[config.mk]
export PLATFORM = sky130hd
export DESIGN_NAME = dbwp_top
export DESIGN_NICKNAME = d
export VERILOG_FILES = /design/src/verilog/dbwp_pkg.sv /design/src/verilog/dbwp_cmp.sv /design/src/verilog/dbwp_top.sv
export SDC_FILE = /design/constraint.sdc
export NUM_CORES = 1
export LEC_CHECK = 0
export ABC_AREA = 1
export BUFFER_PORTS_ARGS = -buffer_cell sky130_fd_sc_hd__buf_4
export CAP_MARGIN = 20
export CORE_AREA = 3 3 142 144
export CTS_BUF_LIST = sky130_fd_sc_hd__clkbuf_8
export CTS_CLUSTER_SIZE = 24
export DETAILED_ROUTE_END_ITERATION = 12
export DIE_AREA = 0 0 145 147
export HOLD_SLACK_MARGIN = 0.15
export PLACE_DENSITY_LB_ADDON = 0.3
export SLEW_MARGIN = 10
export SYNTH_ARGS = -nofsm -noshare
export SYNTH_HDL_FRONTEND = slang
export SYNTH_HIERARCHICAL = 1
export SYNTH_SLANG_ARGS = --single-unit
[constraint.sdc]
create_clock -name clk -period 2.6 [get_ports clk]
set_clock_uncertainty 0.1 [all_clocks]
set_input_delay 0.52 -clock clk [delete_from_list [all_inputs] [get_ports clk]]
set_output_delay 0.52 -clock clk [all_outputs]
set_load 0.03 [all_outputs]
[src/verilog/dbwp_pkg.sv]
// Shared constants for the data breakpoint and watchpoint unit
package dbwp_pkg;
  // ---------------------------------------------------------------
  // Compare control register field positions
  // ---------------------------------------------------------------
  localparam int ACT_HI = 31;
  localparam int ACT_LO = 30;
  localparam int ATYP_HI = 29;
  localparam int ATYP_LO = 28;
  localparam int MASK_HI = 23;
  localparam int MASK_LO = 20;
  localparam int SIZE_EN_BIT = 17;
  localparam int SIZE_HI = 16;
  localparam int SIZE_LO = 15;
  localparam int ASID_HI = 8;
  localparam int ASID_LO = 1;
  localparam int ASIDEN_BIT = 0;
  localparam logic [31:0] CTRL_RESET = 32'h0000_0000;

  // ---------------------------------------------------------------
  // Pair control field positions and codes
  // ---------------------------------------------------------------
  localparam int DWC_BIT = 2;
  localparam int RNG_HI = 1;
  localparam int RNG_LO = 0;
  localparam logic [2:0] PAIR_RESET = 3'h0;

  typedef enum logic [1:0] {
    DBWP_ACT_OFF = 2'b00,
    DBWP_ACT_BRK = 2'b01,
    DBWP_ACT_RSV = 2'b10,
    DBWP_ACT_WATCH = 2'b11
  } dbwp_act_t;

  typedef enum logic [1:0] {
    DBWP_ACC_READ = 2'b00,
    DBWP_ACC_WRITE = 2'b01,
    DBWP_ACC_ANY = 2'b10,
    DBWP_ACC_RSV = 2'b11
  } dbwp_acc_t;

  typedef enum logic [1:0] {
    DBWP_RNG_OFF = 2'b00,
    DBWP_RNG_EXCL = 2'b01,
    DBWP_RNG_INCL = 2'b10,
    DBWP_RNG_RSV = 2'b11
  } dbwp_rng_t;

  // Transfer size codes: byte, halfword, word, double word
  typedef enum logic [1:0] {
    DBWP_SZ_BYTE = 2'b00,
    DBWP_SZ_HALF = 2'b01,
    DBWP_SZ_WORD = 2'b10,
    DBWP_SZ_DWORD = 2'b11
  } dbwp_size_t;

  // ---------------------------------------------------------------
  // Message codes and widths
  // ---------------------------------------------------------------
  localparam int WH_HIT_W = 8;
  localparam int TWH_HIT_W = 2;
  localparam int TCODE_W = 6;
  localparam logic [5:0] WH_TCODE = 6'h0f;
  localparam logic [5:0] TWH_TCODE = 6'h38;
  localparam int PC_WP_N = 6;
  localparam int DATA_WP_A = 6;
  localparam int DATA_WP_B = 7;
  localparam int TM_PROG_BIT = 0;
  localparam int TM_DATA_BIT = 1;
endpackage

[src/verilog/dbwp_cmp.sv]
// One data compare module: address, value, type, size and space qualifiers
`timescale 1ns/100ps
`default_nettype none
module dbwp_cmp (
  input wire logic [31:0] acc_addr,
  input wire dbwp_pkg::dbwp_size_t acc_size,
  input wire logic acc_write,
  input wire logic [63:0] acc_data,
  input wire logic [7:0] mmu_asid,
  input wire logic [31:0] compare_address_reg,
  input wire logic [31:0] compare_data_reg,
  input wire logic [31:0] compare_control_reg,
  output logic addr_hit,
  output logic qual_ok,
  output logic data_ok
);
  import dbwp_pkg::*;

  logic [2:0] align_keep;
  logic [31:0] lane;
  logic [31:0] val;
  logic [3:0] byte_lane_mask;
  logic [1:0] watch_bytes_m1;
  logic [1:0] lsb_pos;
  logic [1:0] acc_shift;
  dbwp_acc_t access_type_select;

  assign byte_lane_mask = compare_control_reg[MASK_HI:MASK_LO];
  assign access_type_select = dbwp_acc_t'(compare_control_reg[ATYP_HI:ATYP_LO]);

  // ---------------------------------------------------------------
  // Address: aligned transfer covers the watched byte
  // ---------------------------------------------------------------
  always_comb begin
    case (acc_size)
      DBWP_SZ_BYTE: align_keep = 3'h7;
      DBWP_SZ_HALF: align_keep = 3'h6;
      DBWP_SZ_WORD: align_keep = 3'h4;
      default: align_keep = 3'h0;
    endcase
  end
  assign addr_hit = (compare_address_reg[31:3] == acc_addr[31:3]) &&
                    ((compare_address_reg[2:0] & align_keep) == acc_addr[2:0]);

  // Bring the transfer into big-endian word lane order
  always_comb begin
    acc_shift = 2'h0;
    lane = acc_data[31:0];
    case (acc_size)
      DBWP_SZ_BYTE: acc_shift = 2'h3 - acc_addr[1:0];
      DBWP_SZ_HALF: acc_shift = 2'h2 - acc_addr[1:0];
      DBWP_SZ_WORD: acc_shift = 2'h0;
      default: acc_shift = 2'h0;
    endcase
    if (acc_size == DBWP_SZ_DWORD) begin
      lane = compare_address_reg[2] ? acc_data[31:0] : acc_data[63:32];
    end else begin
      lane = acc_data[31:0] << {acc_shift, 3'h0};
    end
  end

  // ---------------------------------------------------------------
  // Value: watched unit is moved to the LSB, then masked per lane
  // ---------------------------------------------------------------
  always_comb begin
    if (byte_lane_mask[3:1] == 3'h7) begin
      watch_bytes_m1 = 2'h0;
    end else if (byte_lane_mask[3:2] == 2'h3) begin
      watch_bytes_m1 = 2'h1;
    end else begin
      watch_bytes_m1 = 2'h3;
    end
    lsb_pos = 2'h3 - compare_address_reg[1:0];
    // A unit that straddles a word cannot be watched; clamp instead of wrapping
    val = (lsb_pos >= watch_bytes_m1) ? (lane >> {lsb_pos - watch_bytes_m1, 3'h0}) : lane;
  end
  assign data_ok = ((val ^ compare_data_reg) &
                    ~{{8{byte_lane_mask[3]}}, {8{byte_lane_mask[2]}},
                      {8{byte_lane_mask[1]}}, {8{byte_lane_mask[0]}}}) == 32'h0;

  // ---------------------------------------------------------------
  // Qualifiers: access type, optional exact size, address space
  // ---------------------------------------------------------------
  always_comb begin
    qual_ok = 1'b1;
    case (access_type_select)
      DBWP_ACC_READ: qual_ok = ~acc_write;
      DBWP_ACC_WRITE: qual_ok = acc_write;
      DBWP_ACC_ANY: qual_ok = 1'b1;
      default: qual_ok = 1'b0;
    endcase
    if (compare_control_reg[SIZE_EN_BIT] &&
        (compare_control_reg[SIZE_HI:SIZE_LO] != acc_size)) begin
      qual_ok = 1'b0;
    end
    if (compare_control_reg[ASIDEN_BIT] &&
        (compare_control_reg[ASID_HI:ASID_LO] != mmu_asid)) begin
      qual_ok = 1'b0;
    end
  end
endmodule
`default_nettype wire

[src/verilog/dbwp_top.sv]
// Data breakpoint and watchpoint unit with trace trigger and hit messages
// Contract
// - Watchpoint action sends a hit message instead of halting the processor.
// - Simultaneous trace and ordinary watchpoints: trace one dropped, ordinary sent; a same-cycle data hit does not drop it, one a cycle earlier does.
// - For one load/store, program watchpoint reported before data watchpoint.
// - Data breakpoint halts after the load/store completes, on the next instruction.
// - Virtual address compare; optional space identifier match against MMU value.
// - Only genuine CPU load/store transfers are observed; prefetch and maintenance ignored.
// - Cached store triggers at issue; uncached store triggers when written to memory.
// - No data breakpoint or watchpoint fires in monitor debug mode.
// - Transfers are aligned; double word compares the lane of the programmed address.
// - Masked byte lanes drop out of value compare; 0xE keeps only LSB.
// - Value match ignores size unless size select demands an exact size.
// - Double-word combine: module A triggers only when both modules match.
// - In combined mode module A action governs; module B action ignored.
// - Split unaligned accesses are seen and compared as individual aligned transfers.
// - Range code 10 is A < addr <= B; code 01 is addr <= A or addr > B.
// - With range enabled module A action governs; module B never matches alone.
// - Watchpoints start or stop program or data trace, updating trace mode field.
// - Data event that starts data trace is omitted; one that stops it is kept.
// - Watch hit message: 8-bit per-watchpoint hit field and code 15.
// - Trace watch hit message: 2-bit hit field and code 56.
// - Action field: 00 off, 01 breakpoint, 11 watchpoint, 10 reserved.
// - Access type: 00 read, 01 write, 10 any, 11 reserved.
// - Mask bit 3 covers data 31:24, bit 0 covers data 7:0.
`timescale 1ns/100ps
`default_nettype none
module dbwp_top (
  input wire logic clk,
  input wire logic rst_n,
  input wire logic acc_valid,
  input wire logic acc_genuine,
  input wire logic acc_cached,
  input wire logic acc_write,
  input wire dbwp_pkg::dbwp_size_t acc_size,
  input wire logic [31:0] acc_addr,
  input wire logic [63:0] acc_data,
  input wire logic acc_mem_commit,
  input wire logic ldst_done,
  input wire logic monitor_mode,
  input wire logic [7:0] mmu_asid,
  input wire logic [31:0] compare_address_reg_a,
  input wire logic [31:0] compare_address_reg_b,
  input wire logic [31:0] compare_data_reg_a,
  input wire logic [31:0] compare_data_reg_b,
  input wire logic [31:0] compare_control_reg_a,
  input wire logic [31:0] compare_control_reg_b,
  input wire logic [2:0] data_pair_control,
  input wire logic [dbwp_pkg::PC_WP_N-1:0] pc_watch_hit,
  input wire logic [dbwp_pkg::TWH_HIT_W-1:0] trace_watch_hit,
  input wire logic [dbwp_pkg::WH_HIT_W-1:0] trig_start_mask,
  input wire logic [dbwp_pkg::WH_HIT_W-1:0] trig_stop_mask,
  input wire logic trig_data_trace,
  output logic halt_req,
  output logic watch_hit_message_valid,
  output logic [dbwp_pkg::WH_HIT_W-1:0] watch_hit_message_hits,
  output logic [dbwp_pkg::TCODE_W-1:0] watch_hit_message_tcode,
  output logic trace_watch_hit_message_valid,
  output logic [dbwp_pkg::TWH_HIT_W-1:0] trace_watch_hit_message_hits,
  output logic [dbwp_pkg::TCODE_W-1:0] trace_watch_hit_message_tcode,
  output logic [1:0] trace_mode_field,
  output logic data_trace_event
);
  import dbwp_pkg::*;

  // ---------------------------------------------------------------
  // Transfer qualification
  // ---------------------------------------------------------------
  logic look;
  logic a_addr_hit, a_qual, a_data;
  logic b_addr_hit, b_qual, b_data;
  logic a_match, b_match;
  logic range_hit, a_fire, b_fire;
  dbwp_act_t act_a, act_b;
  dbwp_rng_t range_select;
  logic double_word_combine;
  logic [1:0] dwp_now;
  logic [1:0] dbp_now;
  logic [WH_HIT_W-1:0] hits_now;
  logic [WH_HIT_W-1:0] hits_msg;
  logic [1:0] dwp_d1_r;
  logic brk_pend_r;
  logic halt_r;
  logic wh_valid_r;
  logic [WH_HIT_W-1:0] wh_hits_r;
  logic twh_valid_r;
  logic [TWH_HIT_W-1:0] twh_hits_r;
  logic [1:0] tm_r;
  logic [1:0] tm_nxt;
  logic dte_r;

  // Cached stores and loads count at issue; uncached stores only at the memory write.
  // Monitor mode shuts the whole data compare off.
  assign look = ~monitor_mode &
                ((acc_valid & acc_genuine & (acc_cached | ~acc_write)) |
                 (acc_mem_commit & acc_genuine & ~acc_cached & acc_write));

  assign act_a = dbwp_act_t'(compare_control_reg_a[ACT_HI:ACT_LO]);
  assign act_b = dbwp_act_t'(compare_control_reg_b[ACT_HI:ACT_LO]);
  assign range_select = dbwp_rng_t'(data_pair_control[RNG_HI:RNG_LO]);
  assign double_word_combine = data_pair_control[DWC_BIT];

  // ---------------------------------------------------------------
  // Two compare modules share the snooped transfer
  // ---------------------------------------------------------------
  // Each split piece of an unaligned access arrives as its own transfer
  dbwp_cmp u_cmp_a (
    .acc_addr(acc_addr),
    .acc_size(acc_size),
    .acc_write(acc_write),
    .acc_data(acc_data),
    .mmu_asid(mmu_asid),
    .compare_address_reg(compare_address_reg_a),
    .compare_data_reg(compare_data_reg_a),
    .compare_control_reg(compare_control_reg_a),
    .addr_hit(a_addr_hit),
    .qual_ok(a_qual),
    .data_ok(a_data)
  );

  dbwp_cmp u_cmp_b (
    .acc_addr(acc_addr),
    .acc_size(acc_size),
    .acc_write(acc_write),
    .acc_data(acc_data),
    .mmu_asid(mmu_asid),
    .compare_address_reg(compare_address_reg_b),
    .compare_data_reg(compare_data_reg_b),
    .compare_control_reg(compare_control_reg_b),
    .addr_hit(b_addr_hit),
    .qual_ok(b_qual),
    .data_ok(b_data)
  );

  assign a_match = a_addr_hit & a_qual & a_data;
  assign b_match = b_addr_hit & b_qual & b_data;

  // Range bounds use the raw virtual address; value compare is left to the mask,
  // since clearing it is the debugger's duty and no interlock is built.
  always_comb begin
    case (range_select)
      DBWP_RNG_INCL: range_hit = (compare_address_reg_a < acc_addr) &&
                                 (acc_addr <= compare_address_reg_b);
      DBWP_RNG_EXCL: range_hit = (acc_addr <= compare_address_reg_a) ||
                                 (acc_addr > compare_address_reg_b);
      default: range_hit = 1'b0;
    endcase
  end

  // Module A fire condition in single, combined and ranged operation
  always_comb begin
    if (range_select == DBWP_RNG_INCL || range_select == DBWP_RNG_EXCL) begin
      a_fire = look & range_hit & a_qual & a_data;
      b_fire = 1'b0;
    end else if (double_word_combine) begin
      a_fire = look & a_match & b_match;
      b_fire = 1'b0;
    end else begin
      a_fire = look & a_match;
      b_fire = look & b_match;
    end
  end

  // Action decode; reserved code behaves as disabled
  assign dwp_now = {b_fire & (act_b == DBWP_ACT_WATCH),
                    a_fire & (act_a == DBWP_ACT_WATCH)};
  assign dbp_now = {b_fire & (act_b == DBWP_ACT_BRK),
                    a_fire & (act_a == DBWP_ACT_BRK)};

  // ---------------------------------------------------------------
  // Breakpoint halt after the load/store completes
  // ---------------------------------------------------------------
  // A hit on the last piece may coincide with completion; then nothing is left pending and the halt comes from dbp_now directly
  always_ff @(posedge clk or negedge rst_n) begin
    if (!rst_n) begin
      brk_pend_r <= 1'b0;
    end else if (|dbp_now) begin
      brk_pend_r <= ~ldst_done;
    end else if (ldst_done || monitor_mode) begin
      brk_pend_r <= 1'b0;
    end
  end

  // Halt pulse lands the cycle after completion, i.e. on the following instruction
  always_ff @(posedge clk or negedge rst_n) begin
    if (!rst_n) begin
      halt_r <= 1'b0;
    end else begin
      halt_r <= ldst_done & (brk_pend_r | (|dbp_now)) & ~monitor_mode;
    end
  end
  assign halt_req = halt_r;

  // ---------------------------------------------------------------
  // Watch hit messages
  // ---------------------------------------------------------------
  // Data watch hits lag one stage so a program hit of the same instruction goes first
  always_ff @(posedge clk or negedge rst_n) begin
    if (!rst_n) begin
      dwp_d1_r <= 2'h0;
    end else begin
      dwp_d1_r <= dwp_now;
    end
  end

  assign hits_msg = {dwp_d1_r, pc_watch_hit};
  assign hits_now = {dwp_now, pc_watch_hit};

  // One bit per watchpoint; data modules sit at bits six and seven
  always_ff @(posedge clk or negedge rst_n) begin
    if (!rst_n) begin
      wh_valid_r <= 1'b0;
      wh_hits_r <= '0;
    end else begin
      wh_valid_r <= |hits_msg;
      wh_hits_r <= hits_msg;
    end
  end

  // Trace watchpoint is lost whenever an ordinary hit goes out in the same cycle
  always_ff @(posedge clk or negedge rst_n) begin
    if (!rst_n) begin
      twh_valid_r <= 1'b0;
      twh_hits_r <= '0;
    end else begin
      twh_valid_r <= (|trace_watch_hit) & ~(|hits_msg);
      twh_hits_r <= (|hits_msg) ? '0 : trace_watch_hit;
    end
  end

  assign watch_hit_message_valid = wh_valid_r;
  assign watch_hit_message_hits = wh_hits_r;
  assign watch_hit_message_tcode = WH_TCODE;
  assign trace_watch_hit_message_valid = twh_valid_r;
  assign trace_watch_hit_message_hits = twh_hits_r;
  assign trace_watch_hit_message_tcode = TWH_TCODE;

  // ---------------------------------------------------------------
  // Trace trigger unit
  // ---------------------------------------------------------------
  // Start beats stop when one watchpoint pattern asks for both
  always_comb begin
    tm_nxt = tm_r;
    if (|(hits_now & trig_stop_mask)) begin
      tm_nxt[trig_data_trace] = 1'b0;
    end
    if (|(hits_now & trig_start_mask)) begin
      tm_nxt[trig_data_trace] = 1'b1;
    end
  end

  always_ff @(posedge clk or negedge rst_n) begin
    if (!rst_n) begin
      tm_r <= 2'h0;
    end else begin
      tm_r <= tm_nxt;
    end
  end
  assign trace_mode_field = tm_r;

  // Uses the mode before this access's own trigger takes effect, which drops
  // the event that switches trace on and keeps the one that switches it off
  always_ff @(posedge clk or negedge rst_n) begin
    if (!rst_n) begin
      dte_r <= 1'b0;
    end else begin
      dte_r <= look & tm_r[TM_DATA_BIT];
    end
  end
  assign data_trace_event = dte_r;
endmodule
`default_nettype wire
==> results of run 1 <==
[layout make-up]
cell class	count	area, sq um
antenna	1	2.502
tap	260	325.3
sequential	19	475.5
clock inverter	1	3.754
clock buffer	3	41.29
inverter	202	789.5
timing repair buffer	535	4284
fill	1594	4981
timing repair inverter	2	17.52
multi-input combinational	1424	7910
[kinds of logic after synthesis]
family                   Yosys count
XOR/XNOR                          92
AO/OA/AOI/OAI                    169
adder cells (fa/ha/maj)           72
flip-flops                        19
buffers and inverters            268
other                              2
AND/OR/NAND/NOR                 1077
[stage by stage]
| step | std cells | area, sq um | setup TNS (ns) | worst slack [ns] | power, mW |
|---|---|---|---|---|---|
| 2_1_floorplan | 1709 | 9310 | -4.034 | -0.8315 | 1.933 |
| 3_3_place_gp | 2429 | 13290 | -6.941 | -1.300 | 3.117 |
| 3_5_place_dp | 2429 | 13290 | -7.532 | -1.405 | 3.173 |
| 4_1_cts | 2439 | 13560 | -5.208 | -1.036 | 3.469 |
| 5_1_grt | 2447 | 13850 | -7.085 | -1.323 | 3.938 |
| 6_report | 2447 | 13850 | -6.118 | -1.167 | 3.649 |
[Yosys cell counts (20+ instances only)]
cell type  number
nand2_1       566
a21oi_1        70
inv_1         187
nand4_1        52
xnor2_1        66
buf_2          20
nand3_1       269
xor2_1         26
nand3b_1       26
nor2_1        106
o21ai_0        66
ha_1           70
[power by group]
group	switching [mW]	internal, mW	leakage [nW]
Sequential	0.00473	0.305	0.240
Combinational	1.75	1.38	7.46
Clock	0.0979	0.105	0.0269
[layout by cell type, fill, tap and decap left out, drive strengths merged]
cell type,count
a21oi,72
nand3b,26
and2,1
o211ai,6
nor4,10
nor2,118
buf,534
ha,70
a22o,2
diode,1
a221oi,4
nand4,52
fa,2
or2,4
a21o,1
clkbuf,3
clkinv,9
nor4b,2
or3b,1
a2111oi,2
dlygate4sd3,1
dfrtp,19
nand3,277
o2111ai,1
o21bai,1
o32ai,2
nand2,581
nor3b,1
conb,12
o21a,4
xor2,26
nor3,6
o21ai,74
inv,196
xnor2,66
[final timing paths]
kind                                      startpoint                            end  slack, ns  cells after the start
min in group asynchronous                      rst_n        watch_hit_message_valid       0.58                      2
setup / recovery           compare_control_reg_a[22]                           flop      -1.17                     29
hold / removal                           dwp_d1_r[1]      watch_hit_message_hits[7]       0.30                      0
hold reg to reg                          dwp_d1_r[1]      watch_hit_message_hits[7]       0.30                      0
setup reg to reg                         dwp_d1_r[1]  trace_watch_hit_message_valid       1.49                      3
max in group asynchronous                      rst_n      watch_hit_message_hits[0]       1.62                      2
[what timing repair did]
action | 4_1_cts | 5_1_grt
hold buffers | 1 | 0
setup buffers | 1 | 6
endpoints found under the setup margin | 6 | 6
resized for setup | 36 | 57
cloned | 4 | 1
pin swaps | 26 | 49
endpoints found under the hold margin | 19 | 0
[worst max-delay path, delay by kind of cell]
| kind | cells | cell delay, ns |
|---|---|---|
| AND/OR/NAND/NOR | 18 | 1.64 |
| buffers and inverters | 7 | 0.61 |
| adder cells (fa/ha/maj) | 2 | 0.70 |
| AO/OA/AOI/OAI | 2 | 0.39 |
[routing by layer]
| layer | vias to the layer above | global-route usage | routed length [um] |
|---|---|---|---|
| met4 | 0 | 0.1173 | 1617 |
| met3 | 132 | 0.06323 | 4281 |
| met5 | - | 0 | 0 |
| met2 | 796 | 0.6491 | 20480 |
| li1 | 6528 | - | - |
| met1 | 6165 | 0.4209 | 15210 |
==> results.md, run 1 <==
* Leading area contributor after synthesis: nand2_1
* Clock Path Buffers at 2
* Post-route ant nets at 0
* Fin. Hold Viols at 0
* Die W at 145 um
* Post-Synth Adder-Cell Area at 0.09975
* Largest net degree at the start of global routing at 28
* Final hold slack at 0.2972 ns
* Fin nets at 2594
* WP data arrival at 3.87 ns
* Vias in the first global route at 13090
* Inserted Clock Buffers at 3
* Synth Flop Type: dfrtp_1
* Die area at 21320 sq um
* Worst-margin pin slew at 0.5646 ns
* 1st-iter DRT viols at 1312
* Largest family of logic cells by synthesized area: simple AND/OR/NAND/NOR gates
* P per Cell Area at 263.5 nW/um^2
* Root buffer cell: clkbuf_8
* Worst skew pair latency at 0.25 ns
* DRC viols at 0
* Via count at 13620
* Core area at 18830 sq um
* CP Class: input port to flop
* P_leak at 7.730 nW
* RSZ-0062 raised after global routing: true
* H-tree depth at 1
* Post-synthesis compound-gate area fraction at 0.1007
* Drt first pass iters at 6
* Fin crit share at 1.449
* Failing checks: negative setup slack
* Final estimated routing congestion in global placement at 1.020
* Syn_area_per_cell at 5.404 sq um
* Slowest stage cell on the critical path: fa_1
* CP startpoint kind: input port
* Critical Path RT at 2.70 ns
* Avg WL per Cell at 16.99 um
* Async S/R FF share, synth at 1.000
* Crit-path max FO at 6
* Initial Util at 0.4876
* Synthesized instance count at 1699
* Final Critical Period at 3.767 ns
* Dpl hpwl at 34310 um
* Post-synth cell types at 47
* Die Ht at 147 um
* Clk slew on worst S/H paths at 0.07 ns
* Post-layout util at 0.7355
* IO Pins at 363
* Post-synth EDFFs at 0
* Row count at 50
* Headroom to the max-slew limit at 0.6138
* Port buffer count at 326
* Clock tree from TritonCTS: done
* Max Clk Rate at 265.4 MHz
* Setup ws final at -1.167 ns
* Gr ovfl total at 0
* Outcome: complete, but fails checks
* Max-slew violations at 0
* Post-synthesis mux area share at 0
* Via/cell ratio at 5.566
* Post-synth top area share at 0.2314
* Initial antenna violation count at 1
* Cell mode on critical path: nand2_1
* Area Growth Syn to Fin at 50.84%
* Fraction of layout cells with a size suffix above 1 at 0.3033
* Simple-gate portion of the synthesized area at 0.5289
* Critical path endpoint category: flop
* Sink Count at 19
* Netlist Area Pre-Place at 9181 sq um
* Post-Synth XOR/XNOR Area at 0.08776
* Max-Cap Viols at 0
* Count of endpoints failing setup in the final report at 6
* Total Wirelength at 41580 um
* Synthesized flop and latch total at 19
* Syn. warnings at 6
* HP Class: flop to flop
* Sequential share of the synthesized area at 0.05179
* Peak supply drop at 0.0003839 V
* Crit path largest cell delay at 0.54 ns
* GRT Total Usage at 0.3551
* First-pass GRT wire length at 63230 um
* Synth top area cells: nand2_1 23%, nand3_1 15%, ha_1 9.5%, inv_1 7.6%, xnor2_1 6.3%
(Power assumes the default switching activity.)
==> run 2, diff against run 1 <==
--- a/config.mk
+++ b/config.mk
@@ -8,7 +8,7 @@
 export ABC_AREA = 1
 export BUFFER_PORTS_ARGS = -buffer_cell sky130_fd_sc_hd__buf_4
 export CAP_MARGIN = 20
-export CORE_AREA = 3 3 142 144
+export CORE_AREA = 5 5 140 142
 export CTS_BUF_LIST = sky130_fd_sc_hd__clkbuf_8
 export CTS_CLUSTER_SIZE = 24
 export DETAILED_ROUTE_END_ITERATION = 12
==> results.md, run 2 (synthesis results as in run 1) <==
* Outcome: complete, but fails checks
* Failing checks: negative setup slack
* Max-Cap Viols at 0
* Internal power at 1.892 mW
* Clock power share at 0.057
* Fin crit share at 1.430
* Headroom to the max-slew limit at 0.6668
* Post-Layout Cell Count at 2440
* Initial Util at 0.5009
* Drt first pass iters at 7
* Max-slew violations at 0
* Hold Crit Depth at 1
* Clock tree from TritonCTS: done
* Crit-path max FO at 7
* Most frequent cells in the layout: 532 x nand2_1, 521 x buf_4, 233 x nand3_1, 180 x inv_1, 98 x nor2_1
* Fin Setup TNS at -5.664 ns
* Initial antenna violation count at 0
* Die Ht at 147 um
* P_sw at 1.975 mW
* Via count at 14060
* Worst skew pair latency at 0.27 ns
* Max Clk Rate at 268.9 MHz
* Pre-CTS setup slack at -1.485 ns
* Worst reg2reg endpoint: trace_watch_hit_message_hits[0]
* Root buffer cell: clkbuf_8
* HP Class: input port to flop
* Hold endpoint: watch_hit_message_hits[0]
* Die W at 145 um
* First-pass GRT wire length at 68340 um
* P_leak at 7.916 nW
* CP Launch Point: compare_control_reg_b[22]
* Clk slew on worst S/H paths at 0.08 ns
* Commonest non-fill, non-tap cell in the layout: nand2_1
* Row count at 50
* Crit path largest cell delay at 0.57 ns
* Clock Path Buffers at 2
* Fin. Hold Viols at 0
* Dpl hpwl at 35940 um
* DRC viols at 0
* CP startpoint kind: input port
* IO Pins at 363
* Worst-margin pin slew at 0.4945 ns
* Sink Count at 19
* Slowest stage cell on the critical path: fa_2
* Largest net degree at the start of global routing at 35
* Fin nets at 2614
* Die area at 21320 sq um
* Register-to-register setup slack at 1.43 ns
* N_diodes at 0
* Count of endpoints failing setup in the final report at 6
* Placed cells at 2423
* Hold Startpoint: pc_watch_hit[0]
* Final estimated routing congestion in global placement at 1.056
* Setup ws final at -1.119 ns
* Final Critical Period at 3.719 ns
* Critical path endpoint category: flop
* WP data arrival at 3.82 ns
* Post-route ant nets at 0
* Fill cell count at 1359
* Critical Path RT at 2.70 ns
* GRT Total Usage at 0.3836
* P per Cell Area at 272.8 nW/um^2
* Gr ovfl total at 0
* CP Class: input port to flop
* Core area at 18330 sq um
* Post-layout util at 0.7733
* Worst r2r src: dwp_d1_r[1]
* H-tree depth at 1
* Post-route cell area at 14170 sq um
* Avg WL per Cell at 18.20 um
* Peak supply drop at 0.0004255 V
* Logic pwr share at 0.863
* Area Growth Syn to Fin at 54.39%
* Total Wirelength at 44400 um
* Fraction of layout cells with a size suffix above 1 at 0.3218
* Vias in the first global route at 13480
* R2r worst-path depth at 3
* Via/cell ratio at 5.761
* Sequential share of power at 0.081
* Port buffer count at 326
* Switching Fraction at 0.5107
* 1st-iter DRT viols at 1434
* Post-place instance area at 13400 sq um
* RSZ-0062 raised after global routing: true
* Cell mode on critical path: inv_2
* Inserted Clock Buffers at 3
[run 2: changes by cell type in the layout (fill, tap and decap cells not counted), sizes merged]
cell	change
buf	+22
nand2	-1
clkinvlp	+1
diode	-1
clkinv	-1
inv	-1
[run 2: per-layer routing]
layer / GRT usage / vias up / share of wire
met5: 0 / - / 0
met4: 0.1379 / 0 / 0.045
met3: 0.07804 / 195 / 0.11
met2: 0.6785 / 934 / 0.48
met1: 0.4593 / 6357 / 0.36
li1: - / 6571 / -
[run 2: how the worst max path moves through the flow]
| stage | slack [ns] | endpoint |
|---|---|---|
| 4_1_cts | -1.04 | flop |
| 3_3_place_gp | -1.31 | flop |
| 2_1_floorplan | -0.83 | halt_req |
| 6_report | -1.12 | brk_pend_r |
| 5_1_grt | -1.26 | brk_pend_r |
| 3_5_place_dp | -1.48 | flop |
[run 2: repair_timing]
| action | CTS | global route |
|---|---|---|
| setup endpoints to repair | 6 | 6 |
| setup buffers | 6 | 1 |
| gates resized for setup | 70 | 64 |
| hold buffers | 1 | 0 |
| pin swaps | 27 | 57 |
| gates cloned | 5 | 0 |
| endpoints found under the hold margin | 19 | 0 |
[run 2: worst max-delay path: cells and delay by family]
kind | cells | cell delay (ns)
fa+ha+maj | 2 | 0.74
buf+inv | 7 | 0.59
simple gates | 14 | 1.61
compound gates | 2 | 0.17
xor+xnor | 1 | 0.16
[run 2: cell type report]
type,instances,area (sq um),share of cell area
Timing Repair Buffer,557,4508,0.3180
Clock buffer,3,41.29,0.002913
Timing Repair inverter,1,11.26,0.0007944
Sequential cell,19,475.5,0.03354
Tap cell,234,292.8,0.02066
Multi-Input combinational cell,1423,8055,0.5683
Inverter,202,785.8,0.05543
Clock inverter,1,5.005,0.0003531
[run 2: power groups by stage]
stage	Sequential (mW)	Clock, mW	Combinational (mW)
final	0.312	0.219	3.34
after detailed placement	0.316	0	2.91
after global routing	0.312	0.232	3.59
after CTS	0.311	0.219	3.11
after floorplan	0.334	0	1.60
after global placement	0.315	0	2.85
[run 2: metrics by stage]
stage / hold WS (ns) / power (mW)
3_5_place_dp: 0.2701 / 3.223
6_report: 0.2863 / 3.867
5_1_grt: 0.2787 / 4.135
4_1_cts: 0.2835 / 3.640
3_3_place_gp: 0.2687 / 3.162
2_1_floorplan: 0.1244 / 1.933
